===== src/hw/trace_trigger_unit_map.vh =====
// Register indexes, field positions, reset values and sizes of the trace trigger unit
`ifndef TRACE_TRIGGER_UNIT_MAP_VH
`define TRACE_TRIGGER_UNIT_MAP_VH
// Register indexes; byte address on the bus is four times the index
`define IDX_CA_HI   14'h3010
`define IDX_CA_LO   14'h3011
`define IDX_CB_HI   14'h3012
`define IDX_CB_LO   14'h3013
`define IDX_CC_HI   14'h3014
`define IDX_CC_LO   14'h3015
`define IDX_FIFO_HI 14'h3016
`define IDX_FIFO_LO 14'h3017
`define IDX_CA_EXT  14'h3018
`define IDX_CB_EXT  14'h3019
`define IDX_CC_EXT  14'h301A
`define IDX_FIFO_X  14'h301B
`define IDX_CTRL    14'h301C
`define IDX_TRIG    14'h301D
`define IDX_STATE   14'h301E
`define IDX_COUNT   14'h301F
// Reset values
`define RST_CA_HI   8'hFF
`define RST_CA_LO   8'hFE
`define RST_ZERO    8'h00
`define RST_CTRL    8'hC0
`define RST_TRIG    8'h40
// Control fields
`define CTRL_EN     7
`define CTRL_ARM    6
`define CTRL_TAG    5
`define CTRL_BRK    4
`define CTRL_LOOP   3
// Trigger setup fields
`define TRIG_BEGIN  6
`define TRIG_MODE_H 3
// Extension fields: access-type check enable, expected write level and comparator C breakpoint enable
`define EXT_RWE     7
`define EXT_RW      6
`define EXT_CBRK    5
// Trigger modes
`define MODE_A      4'h0
`define MODE_A_OR_B 4'h1
`define MODE_A_THEN 4'h2
`define MODE_A_DAT  4'h3
`define MODE_A_NDAT 4'h4
`define MODE_EVT_B  4'h5
`define MODE_A_EVT  4'h6
`define MODE_INSIDE 4'h7
`define MODE_OUTSID 4'h8
// Trace state fields
`define ST_AF       7
`define ST_BF       6
`define ST_CF       5
`define ST_TRIGD    4
`define ST_EMPTY    0
// Trace buffer
`define FIFO_DEPTH  8
`define FIFO_AW     3
`define FIFO_CW     4
`endif


===== src/hw/trace_trigger_unit.v =====
// Trace and trigger unit: comparators, trigger modes, trace buffer and register slave
//
// The Wishbone interface to the registers was chosen for this implementation.
`timescale 1ns/10ps
`include "trace_trigger_unit_map.vh"

// Design notes
// One byte register per bus word; byte address is four times the index.
// The bus answers after one wait state; ack is a one-cycle pulse.
// Reading the low buffer byte pops the head entry.
// Software must read high byte and extra info before the low byte.
// Event modes log data and stop when the buffer is full.
// End-mode flow logging also stops when the eighth entry fills the buffer, so the first eight entries survive.
// Begin-mode logs flow addresses after the trigger until full.
// End-trace system reset of an enabled unit keeps contents and only clears the arm bit.
// Any other system reset reloads the power-on defaults.
// Loop capture checks C only: simple repeats are skipped, long loops not.
// Comparator C gives no standalone breakpoint during loop capture.
// Breakpoint requests are pulses; the core keeps a tag itself.
// Secured parts and debug commands silence comparators at their input.
// Comparators are exact matches; no masking of address bits.
// All observation inputs share this clock and need no synchroniser.
// Buffer entries themselves carry no reset, only pointers and count.

module trace_trigger_unit (
    // Clock and resets
    input  wire        ref_clk_i,
    input  wire        reset_i,
    input  wire        sys_reset_i,
    // Wishbone slave
    input  wire        wb_cyc_i,
    input  wire        wb_stb_i,
    input  wire        wb_we_i,
    input  wire [15:0] wb_adr_i,
    input  wire [3:0]  wb_sel_i,
    input  wire [31:0] wb_dat_i,
    output reg  [31:0] wb_dat_o,
    output reg         wb_ack_o,
    // CPU bus observation
    input  wire        cpu_valid_i,
    input  wire        cpu_write_i,
    input  wire [15:0] cpu_addr_i,
    input  wire [7:0]  cpu_data_i,
    // Change-of-flow report from the core
    input  wire        change_of_flow_i,
    input  wire [15:0] change_of_flow_addr_i,
    // System state
    input  wire        secure_i,
    input  wire        background_debug_state_i,
    // Breakpoint requests and trace status
    output reg         tag_bkpt_o,
    output reg         force_bkpt_o,
    output reg         trace_active_o
);

    // Software visible registers, plus the internal A-seen flag
    reg [7:0] ca_hi_ff;
    reg [7:0] ca_lo_ff;
    reg [7:0] cb_hi_ff;
    reg [7:0] cb_lo_ff;
    reg [7:0] cc_hi_ff;
    reg [7:0] cc_lo_ff;
    reg [7:0] ca_ext_ff;
    reg [7:0] cb_ext_ff;
    reg [7:0] cc_ext_ff;
    reg [7:0] ctrl_ff;
    reg [7:0] trig_ff;
    reg       flag_a_ff;
    reg       flag_b_ff;
    reg       flag_c_ff;
    reg       trigd_ff;
    reg       a_seen_ff;

    // Trace buffer storage, bit 16 marks a data entry
    reg [16:0]            fifo_mem [0:`FIFO_DEPTH-1];
    reg [`FIFO_AW-1:0]    wr_ptr_ff;
    reg [`FIFO_AW-1:0]    rd_ptr_ff;
    reg [`FIFO_CW-1:0]    cnt_ff;

    // Bus decode
    wire        bus_req  = wb_cyc_i & wb_stb_i & ~wb_ack_o;
    wire        bus_wr   = bus_req & wb_we_i & wb_sel_i[0];
    wire [13:0] bus_idx  = wb_adr_i[15:2];
    wire [7:0]  wdat     = wb_dat_i[7:0];

    // Register fields
    wire [15:0] cmp_a    = {ca_hi_ff, ca_lo_ff};
    wire [15:0] cmp_b    = {cb_hi_ff, cb_lo_ff};
    wire [15:0] cmp_c    = {cc_hi_ff, cc_lo_ff};
    wire [3:0]  mode     = trig_ff[`TRIG_MODE_H:0];
    wire        begin_md = trig_ff[`TRIG_BEGIN];
    wire        loop_md  = ctrl_ff[`CTRL_LOOP];

    // Secured part keeps the unit off regardless of software
    wire        unit_on  = ctrl_ff[`CTRL_EN] & ~secure_i;
    wire        tracing  = unit_on & ctrl_ff[`CTRL_ARM];

    // Comparators see only user cycles, never debug command cycles
    wire        watch    = cpu_valid_i & unit_on & ~background_debug_state_i;

    // Access-type qualifier and address match per comparator
    // Index 0 is A, 1 is B, 2 is C; one loop keeps the paths alike
    wire [47:0] cmp_all = {cmp_c, cmp_b, cmp_a};
    wire [23:0] ext_all = {cc_ext_ff, cb_ext_ff, ca_ext_ff};
    wire [2:0]  rw_ok;
    wire [2:0]  adr_eq;
    genvar      gi;
    generate
        for (gi = 0; gi < 3; gi = gi + 1) begin : g_cmp
            // Access check applies only while its enable bit is set
            assign rw_ok[gi]  = ~ext_all[gi*8+`EXT_RWE] | (ext_all[gi*8+`EXT_RW] == cpu_write_i);
            // Each register bit names the level its address bit must show
            assign adr_eq[gi] = (cpu_addr_i == cmp_all[gi*16 +: 16]);
        end
    endgenerate
    wire        rw_a = rw_ok[0];
    wire        rw_b = rw_ok[1];
    wire        rw_c = rw_ok[2];

    // Full configuration: B compares data and its high byte is unused
    wire        full_cfg = (mode == `MODE_A_DAT) | (mode == `MODE_A_NDAT);
    wire        data_eq  = (cpu_data_i == cb_lo_ff);

    // Bitwise match: each register bit names the required address level
    wire        hit_a = watch & rw_a & adr_eq[0];
    wire        hit_b = watch & rw_b & ~full_cfg & adr_eq[1];
    wire        hit_c = watch & rw_c & adr_eq[2];
    wire        in_rng = watch & (cpu_addr_i >= cmp_a) & (cpu_addr_i <= cmp_b);
    wire        out_rng = watch & ((cpu_addr_i < cmp_a) | (cpu_addr_i > cmp_b));

    // Event-only modes log data rather than flow addresses
    wire        evt_md = (mode == `MODE_EVT_B) | (mode == `MODE_A_EVT);

    // Trigger selection
    // Sequence modes rely on the sticky A-seen flag, cleared on rearm
    // Unused mode codes never trigger rather than alias a real mode
    reg trig_now;
    always @* begin
        case (mode)
            `MODE_A:      trig_now = hit_a;
            `MODE_A_OR_B: trig_now = hit_a | hit_b;
            `MODE_A_THEN: trig_now = a_seen_ff & hit_b;
            `MODE_A_DAT:  trig_now = hit_a & data_eq;
            `MODE_A_NDAT: trig_now = hit_a & ~data_eq;
            `MODE_EVT_B:  trig_now = hit_b;
            `MODE_A_EVT:  trig_now = a_seen_ff & hit_b;
            `MODE_INSIDE: trig_now = in_rng;
            `MODE_OUTSID: trig_now = out_rng;
            default:      trig_now = 1'b0;
        endcase
    end

    // Loop capture skips a flow address equal to the last one stored
    wire        loop_rpt = loop_md & (change_of_flow_addr_i == cmp_c);

    // Flow records: begin-mode waits for the trigger, end-mode logs until it
    wire        cof_push = tracing & ~evt_md & change_of_flow_i & ~loop_rpt &
                           (~begin_md | trigd_ff);
    wire        evt_push = tracing & evt_md & trig_now;
    wire        push     = cof_push | evt_push;
    wire [16:0] push_val = evt_push ? {1'b1, 8'h00, cpu_data_i} :
                                      {1'b0, change_of_flow_addr_i};
    wire        full     = (cnt_ff == `FIFO_DEPTH);
    wire        empty    = (cnt_ff == {`FIFO_CW{1'b0}});

    // End-mode rearmed on a full buffer overwrites the oldest entry; other modes stop when full
    // Dropping the oldest keeps history nearest the trigger in end-mode
    wire        wrap     = full & ~begin_md & ~evt_md;
    wire        do_push  = push & (~full | wrap);
    wire        pop      = bus_req & ~wb_we_i & (bus_idx == `IDX_FIFO_LO) & ~empty;
    wire        drop     = do_push & wrap;
    wire        fill_end = do_push & ~wrap & (cnt_ff == `FIFO_DEPTH - 1);

    // Trace ends on trigger in end-mode, or once the buffer fills
    wire        done = tracing & ((~begin_md & ~evt_md & trig_now) | fill_end);

    // Breakpoint request: from a trigger or from comparator C alone
    wire        c_brk = hit_c & cc_ext_ff[`EXT_CBRK] & ~loop_md;
    wire        brk   = tracing & ctrl_ff[`CTRL_BRK] & trig_now;
    wire        brk_any = brk | (unit_on & c_brk);

    // End-trace reset of an enabled unit keeps contents; any other reset reloads defaults
    // Undefined contents after a begin-trace reset are modelled as defaults
    wire        keep  = sys_reset_i & ctrl_ff[`CTRL_EN] & ~begin_md;
    wire        init  = reset_i | (sys_reset_i & ~keep);

    // Head entry and pointer arithmetic
    // Pointers wrap naturally at the power-of-two depth
    wire [16:0]         head   = empty ? 17'h00000 : fifo_mem[rd_ptr_ff];
    wire [`FIFO_AW-1:0] wr_nxt = wr_ptr_ff + {{(`FIFO_AW-1){1'b0}}, 1'b1};
    wire [`FIFO_AW-1:0] rd_nxt = rd_ptr_ff + {{(`FIFO_AW-1){1'b0}}, 1'b1};

    // Software registers; hardware loop update of C wins over a write
    // Read-only words fall to the default branch and change nothing
    // Trace end and end-trace reset both clear the arm bit last
    always @(posedge ref_clk_i) begin
        if (init) begin
            ca_hi_ff  <= `RST_CA_HI;
            ca_lo_ff  <= `RST_CA_LO;
            cb_hi_ff  <= `RST_ZERO;
            cb_lo_ff  <= `RST_ZERO;
            cc_hi_ff  <= `RST_ZERO;
            cc_lo_ff  <= `RST_ZERO;
            ca_ext_ff <= `RST_ZERO;
            cb_ext_ff <= `RST_ZERO;
            cc_ext_ff <= `RST_ZERO;
            ctrl_ff   <= `RST_CTRL;
            trig_ff   <= `RST_TRIG;
        end else begin
            if (bus_wr) begin
                case (bus_idx)
                    `IDX_CA_HI:  ca_hi_ff  <= wdat;
                    `IDX_CA_LO:  ca_lo_ff  <= wdat;
                    `IDX_CB_HI:  cb_hi_ff  <= wdat;
                    `IDX_CB_LO:  cb_lo_ff  <= wdat;
                    `IDX_CC_HI:  cc_hi_ff  <= wdat;
                    `IDX_CC_LO:  cc_lo_ff  <= wdat;
                    `IDX_CA_EXT: ca_ext_ff <= wdat;
                    `IDX_CB_EXT: cb_ext_ff <= wdat;
                    `IDX_CC_EXT: cc_ext_ff <= wdat;
                    `IDX_CTRL:   ctrl_ff   <= wdat;
                    `IDX_TRIG:   trig_ff   <= wdat;
                    default:     ctrl_ff   <= ctrl_ff;
                endcase
            end
            if (cof_push & loop_md) begin
                cc_hi_ff <= change_of_flow_addr_i[15:8];
                cc_lo_ff <= change_of_flow_addr_i[7:0];
            end
            if (done) begin
                ctrl_ff[`CTRL_ARM] <= 1'b0;
            end
            if (keep) begin
                ctrl_ff[`CTRL_ARM] <= 1'b0;
            end
        end
    end

    // Sticky match flags; rearming clears them, a new match wins
    // Set beats clear so a hit in the rearm cycle is never lost
    wire arm_wr = bus_wr & (bus_idx == `IDX_CTRL) & wdat[`CTRL_ARM];
    always @(posedge ref_clk_i) begin
        if (init) begin
            flag_a_ff <= 1'b0;
            flag_b_ff <= 1'b0;
            flag_c_ff <= 1'b0;
            trigd_ff  <= 1'b0;
            a_seen_ff <= 1'b0;
        end else begin
            flag_a_ff <= hit_a | (flag_a_ff & ~arm_wr);
            flag_b_ff <= hit_b | (flag_b_ff & ~arm_wr);
            flag_c_ff <= hit_c | (flag_c_ff & ~arm_wr);
            trigd_ff  <= (tracing & trig_now) | (trigd_ff & ~arm_wr);
            a_seen_ff <= (tracing & hit_a) | (a_seen_ff & ~arm_wr);
        end
    end

    // Trace buffer pointers and fill count
    // A non-wrapping push and a pop together leave the count unchanged
    // A wrapping push with a pop still loses only one entry net
    always @(posedge ref_clk_i) begin
        if (init) begin
            wr_ptr_ff <= {`FIFO_AW{1'b0}};
            rd_ptr_ff <= {`FIFO_AW{1'b0}};
            cnt_ff    <= {`FIFO_CW{1'b0}};
        end else begin
            if (do_push) begin
                wr_ptr_ff <= wr_nxt;
            end
            if (pop | drop) begin
                rd_ptr_ff <= rd_nxt;
            end
            if (do_push & ~drop & ~pop) begin
                cnt_ff <= cnt_ff + {{(`FIFO_CW-1){1'b0}}, 1'b1};
            end else if (pop & ~do_push) begin
                cnt_ff <= cnt_ff - {{(`FIFO_CW-1){1'b0}}, 1'b1};
            end else if (pop & drop) begin
                cnt_ff <= cnt_ff - {{(`FIFO_CW-1){1'b0}}, 1'b1};
            end
        end
    end

    // Entry storage needs no reset; an empty buffer reads zero
    always @(posedge ref_clk_i) begin
        if (do_push) begin
            fifo_mem[wr_ptr_ff] <= push_val;
        end
    end

    // Read mux; unmapped words read zero
    // Decoded on the full index so aliases never answer
    reg [7:0] rd_mux;
    always @* begin
        case (bus_idx)
            `IDX_CA_HI:   rd_mux = ca_hi_ff;
            `IDX_CA_LO:   rd_mux = ca_lo_ff;
            `IDX_CB_HI:   rd_mux = cb_hi_ff;
            `IDX_CB_LO:   rd_mux = cb_lo_ff;
            `IDX_CC_HI:   rd_mux = cc_hi_ff;
            `IDX_CC_LO:   rd_mux = cc_lo_ff;
            `IDX_FIFO_HI: rd_mux = head[15:8];
            `IDX_FIFO_LO: rd_mux = head[7:0];
            `IDX_CA_EXT:  rd_mux = ca_ext_ff;
            `IDX_CB_EXT:  rd_mux = cb_ext_ff;
            `IDX_CC_EXT:  rd_mux = cc_ext_ff;
            `IDX_FIFO_X:  rd_mux = {head[16], 6'h00, ~empty};
            `IDX_CTRL:    rd_mux = ctrl_ff;
            `IDX_TRIG:    rd_mux = trig_ff;
            `IDX_STATE:   rd_mux = {flag_a_ff, flag_b_ff, flag_c_ff, trigd_ff, 3'h0, empty};
            `IDX_COUNT:   rd_mux = {4'h0, cnt_ff};
            default:      rd_mux = 8'h00;
        endcase
    end

    // Single-wait-state answer; ack drops the cycle after it is given
    // Data is zero outside ack so a stale read never leaks
    always @(posedge ref_clk_i) begin
        if (reset_i) begin
            wb_ack_o <= 1'b0;
            wb_dat_o <= 32'h00000000;
        end else begin
            wb_ack_o <= bus_req;
            wb_dat_o <= bus_req ? {24'h000000, rd_mux} : 32'h00000000;
        end
    end

    // Breakpoint pulses; the core holds a tag until the opcode executes
    // Tag and force are exclusive; the control bit picks one
    always @(posedge ref_clk_i) begin
        if (init) begin
            tag_bkpt_o     <= 1'b0;
            force_bkpt_o   <= 1'b0;
            trace_active_o <= 1'b0;
        end else begin
            tag_bkpt_o     <= brk_any & ctrl_ff[`CTRL_TAG];
            force_bkpt_o   <= brk_any & ~ctrl_ff[`CTRL_TAG];
            trace_active_o <= tracing & ~done;
        end
    end

endmodule


===== config.mk =====
export PLATFORM = sky130hd
export DESIGN_NAME = trace_trigger_unit
export DESIGN_NICKNAME = d
export VERILOG_FILES = /design/src/hw/trace_trigger_unit.v
export VERILOG_INCLUDE_DIRS = /design/src /design/src/hw
export SDC_FILE = /design/constraint.sdc
export NUM_CORES = 1
export LEC_CHECK = 0
export BUFFER_PORTS_ARGS = -buffer_cell sky130_fd_sc_hd__buf_2
export CAP_MARGIN = 20
export CORE_MARGIN = 2
export CORE_UTILIZATION = 50
export CTS_CLUSTER_DIAMETER = 200
export DETAILED_ROUTE_END_ITERATION = 7
export PLACE_DENSITY = 0.73
export SYNTH_ARGS = -nofsm -noshare
export SYNTH_HDL_FRONTEND = slang
export SYNTH_SLANG_ARGS = --single-unit

===== constraint.sdc =====
create_clock -name ref_clk_i -period 13.9 [get_ports ref_clk_i]
set_input_delay 2.78 -clock ref_clk_i [delete_from_list [all_inputs] [get_ports ref_clk_i]]
set_output_delay 2.78 -clock ref_clk_i [all_outputs]
set_load 0.005 [all_outputs]

==> results_dict.tcl <==
set metrics [dict create \
    run_status "finished, final reports clean" \
    synthArstFlopShare_pct 0 \
    clockPowerShare_pct 45.3 \
    hold_buffers 0 \
    synth_compound_gate_area_share_pct 12.2 \
    hold_viol_final 0 \
    synth-seq-area-share_pct 52.2 \
    rows 57 \
    r2r-end "cnt_ff[3]$_SDFFE_PP0P_" \
    clock_latency_ns 0.55 \
    r2r_slack_ns 9.62 \
    dp_slack_ns 7.30 \
    maxCapViolations 0 \
    place_congestion 0.996 \
    grt_max_degree 89 \
    synth_top_family_by_area "simple AND/OR/NAND/NOR gates" \
    synth.avg_cell_area_um2 11.2 \
    internal_power_mw 1.23 \
    critPathLaunchType "input pin" \
    synth_fa_ha_area_share_pct 3.81 \
    io_pins 139 \
    synth-xor-area-share_pct 3.40 \
    cts_max_level 1 \
    tritoncts "done" \
    combPwrFrac_pct 4.1 \
    p_leak_nw 4.72 \
    period_needed_ns 6.21 \
    netSwitchingFraction_pct 21.4 \
    seqPwrFrac_pct 50.6 \
    drt-total-wl_mm 35.5 \
    ff_latch_area_um2 6450 \
    cp_common_cell "ha_1" \
    top_register "fifo_mem" \
    peakVddDrop_mv 0.0808 \
    vias 9457 \
    coreArea_um2 24300 \
    die_area_um2 26000 \
    tightest_slew_ns 1.07 \
    hold_depth 2 \
    initial_core_util_pct 50.8 \
    dr.pass1.iters 5 \
    hold_path_class "reg2reg" \
    yosys_most_used_dff "edfxtp_1" \
    reg2regPathDepth 15 \
    hold_end "ca_ext_ff[1]$_SDFFE_PP0P_" \
    overflow 0 \
    worst-path-buf-inv 1 \
    first_global_vias 8686 \
    clkSinkCount 254 \
    setup_ws_ns 7.69 \
    ctsLongestPathBuffers 3 \
    finalNetCount 1316 \
    antenna_found_initial 0 \
    cts_resized 0 \
    synthSimpleGateAreaFrac_pct 14.4 \
    hp-start "ca_ext_ff[1]$_SDFFE_PP0P_" \
    layout-drive-gt1-share_pct 18.0 \
    dpl.cell_count 1469 \
    cts_root_buf "clkbuf_16" \
    fillCellCount 2022 \
    wl_per_cell_um 23.4 \
    path_max_fanout 11 \
    final_area_um2 13900 \
    synth.distinct_cells 75 \
    drt_iter0_drc 1295 \
    syn_inst 1101 \
    r2r_start "ca_hi_ff[6]$_SDFFE_PP1P_" \
    max_freq_mhz 161 \
    finClkSkew_ns 0.0124 \
    finalSetupViolCount 0 \
    place_area_um2 13000 \
    area_growth_pct 12.3 \
    cts_buffers 26 \
    rsz0062_at_grt "no" \
    ant_nets 0 \
    netSwitchingPower_uw 333 \
    finalNonFillerCells 1516 \
    drc 0 \
    synth_seq_cells 254 \
    finalMaxSlewViolations 0 \
    post_cts_buffers 0 \
    io_buffers 85 \
    synth_area_um2 12400 \
    power_density_nw_per_um2 112 \
    cp_top_family "simple AND/OR/NAND/NOR gates" \
    arrival_ns 6.70 \
    yosysWarnings 0 \
    path_cells "buf_2 -> ha_1 -> nand4_2 -> nor4_1 -> nand2_1 -> or4_1 -> o311a_2 -> a31oi_4 -> o211ai_4 -> ha_1 -> a21o_1 -> a21oi_1 -> nand3_1 -> mux2i_1 -> a211o_1" \
    critPathRequiredTime_ns 14.40 \
    relSlewSlack_pct 28.4 \
    fp.dieH_um 161 \
    timing.hold.ws_ns 0.455 \
    synth_mux_area_share_pct 9.52 \
    crit_type "in2reg" \
    dieWidth_um 161 \
    end_kind "flip-flop" \
    max_stage_delay_ns 0.71 \
    path_clk_slew_ns 0.06 \
    grt_pass1_wl_mm 52.8 \
    hpwl_mm 24.2 \
    critPathSlowestCell "nor4_1" \
    synth_edf_count 136 \
    via_per_inst 6.24 \
    largest_reg_flops 136 \
    track_usage_pct 26.8 \
    multiInputGateArea_um2 5470 \
    finalCritPeriodShare_pct 44.7 \
    num_antenna_cells 0 \
    fin_tns_setup_ns 0 \
]
-- area by class of cell --
class	count	area share, %
Sequential cell	254	46.4
Inverter	37	1.00
Clock buffer	33	4.88
Clock inverter	11	1.18
Timing Repair Buffer	105	4.15
Tap cell	324	2.92
Multi-Input combinational cell	752	39.4
-- cell usage in the layout (no fill, tap or decap), types with 26 or more instances in the layout --
| cell type | n |
|---|---|
| edfxtp_1 | 136 |
| nor2_1 | 62 |
| buf_2 | 85 |
| nand2_1 | 154 |
| inv_1 | 37 |
| ha_1 | 36 |
| mux2i_1 | 29 |
| dfxtp_1 | 117 |
| a21oi_1 | 74 |
| mux4_2 | 35 |
| clkbuf_16 | 26 |
| nand3_1 | 52 |
-- kinds of logic after synthesis --
group,Yosys count
other,1
multiplexers,72
flip-flops,254
buffers and inverters,118
adder cells (fa/ha/maj),37
AO/OA/AOI/OAI,208
XOR/XNOR,48
AND/OR/NAND/NOR,363
-- metal layers --
metal | vias up | global-route usage (%) | share of wire (%)
met4 | 0 | 6.78 | 2.5
met5 | - | 0 | 0
li1 | 4217 | - | -
met3 | 62 | 4.52 | 12
met1 | 4570 | 39.7 | 41
met2 | 608 | 41.2 | 45
-- worst max path at each step --
stage | start | endpoint | slack (ns) | cells after the start
final | cpu_addr_i[15] | cnt_ff[3]$_SDFFE_PP0P_ | 7.69 | 15
after global routing | cpu_addr_i[15] | cnt_ff[3]$_SDFFE_PP0P_ | 7.51 | 15
after CTS | cpu_addr_i[15] | cnt_ff[3]$_SDFFE_PP0P_ | 7.86 | 14
after detailed placement | cpu_addr_i[15] | cnt_ff[3]$_SDFFE_PP0P_ | 7.30 | 14
after global placement | cpu_addr_i[15] | cnt_ff[3]$_SDFFE_PP0P_ | 7.32 | 14
after floorplan | cpu_addr_i[15] | fifo_mem[2][0]$_DFFE_PP_ | 6.97 | 9
-- Yosys cell counts (6+ instances only) --
| master | n | share of area, % |
|---|---|---|
| or3_1 | 6 | 0.30 |
| o211ai_1 | 18 | 1.1 |
| o22ai_1 | 9 | 0.46 |
| inv_1 | 37 | 1.1 |
| dfxtp_1 | 118 | 19 |
| o21ai_0 | 9 | 0.36 |
| nor4_1 | 7 | 0.35 |
| a311oi_1 | 16 | 1.1 |
| a22o_1 | 20 | 1.4 |
| xor2_1 | 24 | 1.7 |
| nor2_1 | 62 | 1.9 |
| mux2i_1 | 29 | 2.3 |
| buf_4 | 24 | 1.5 |
| clkbuf_1 | 47 | 1.4 |
| nand2_1 | 154 | 4.7 |
| mux2_2 | 6 | 0.55 |
| nor3_1 | 7 | 0.28 |
| mux4_2 | 35 | 6.4 |
| xnor2_1 | 24 | 1.7 |
| nand3_1 | 52 | 2.1 |
| a41oi_1 | 6 | 0.43 |
| nand4_1 | 16 | 0.81 |
| edfxtp_1 | 136 | 33 |
| nor2b_1 | 14 | 0.71 |
| a221oi_1 | 20 | 1.4 |
| ha_1 | 36 | 3.6 |
| a21oi_1 | 74 | 3.0 |
-- per-stage QoR --
step           util [%]  power [mW]
2_1_floorplan         -       0.842
3_3_place_gp       53.5       0.865
3_5_place_dp       53.5       0.867
4_1_cts            57.0        1.56
5_1_grt            57.1        1.60
6_report           57.1        1.56
-- power by group through the flow --
stage,clock [mW],sequential (mW),combinational (mW)
3_3_place_gp,0,0.805,0.0603
2_1_floorplan,0,0.805,0.0369
4_1_cts,0.711,0.789,0.0617
6_report,0.706,0.789,0.0634
3_5_place_dp,0,0.805,0.0614
5_1_grt,0.740,0.788,0.0678
-- worst reg2reg max path, delay by kind of cell, from the launching register on --
kind                     cells  cell delay (ns)
AND/OR/NAND/NOR              5             1.71
AO/OA/AOI/OAI                6             1.24
adder cells (fa/ha/maj)      2             0.63
flip-flops                   1             0.36
multiplexers                 1             0.19
buffers and inverters        1             0.10
(Power assumes the default switching activity.)
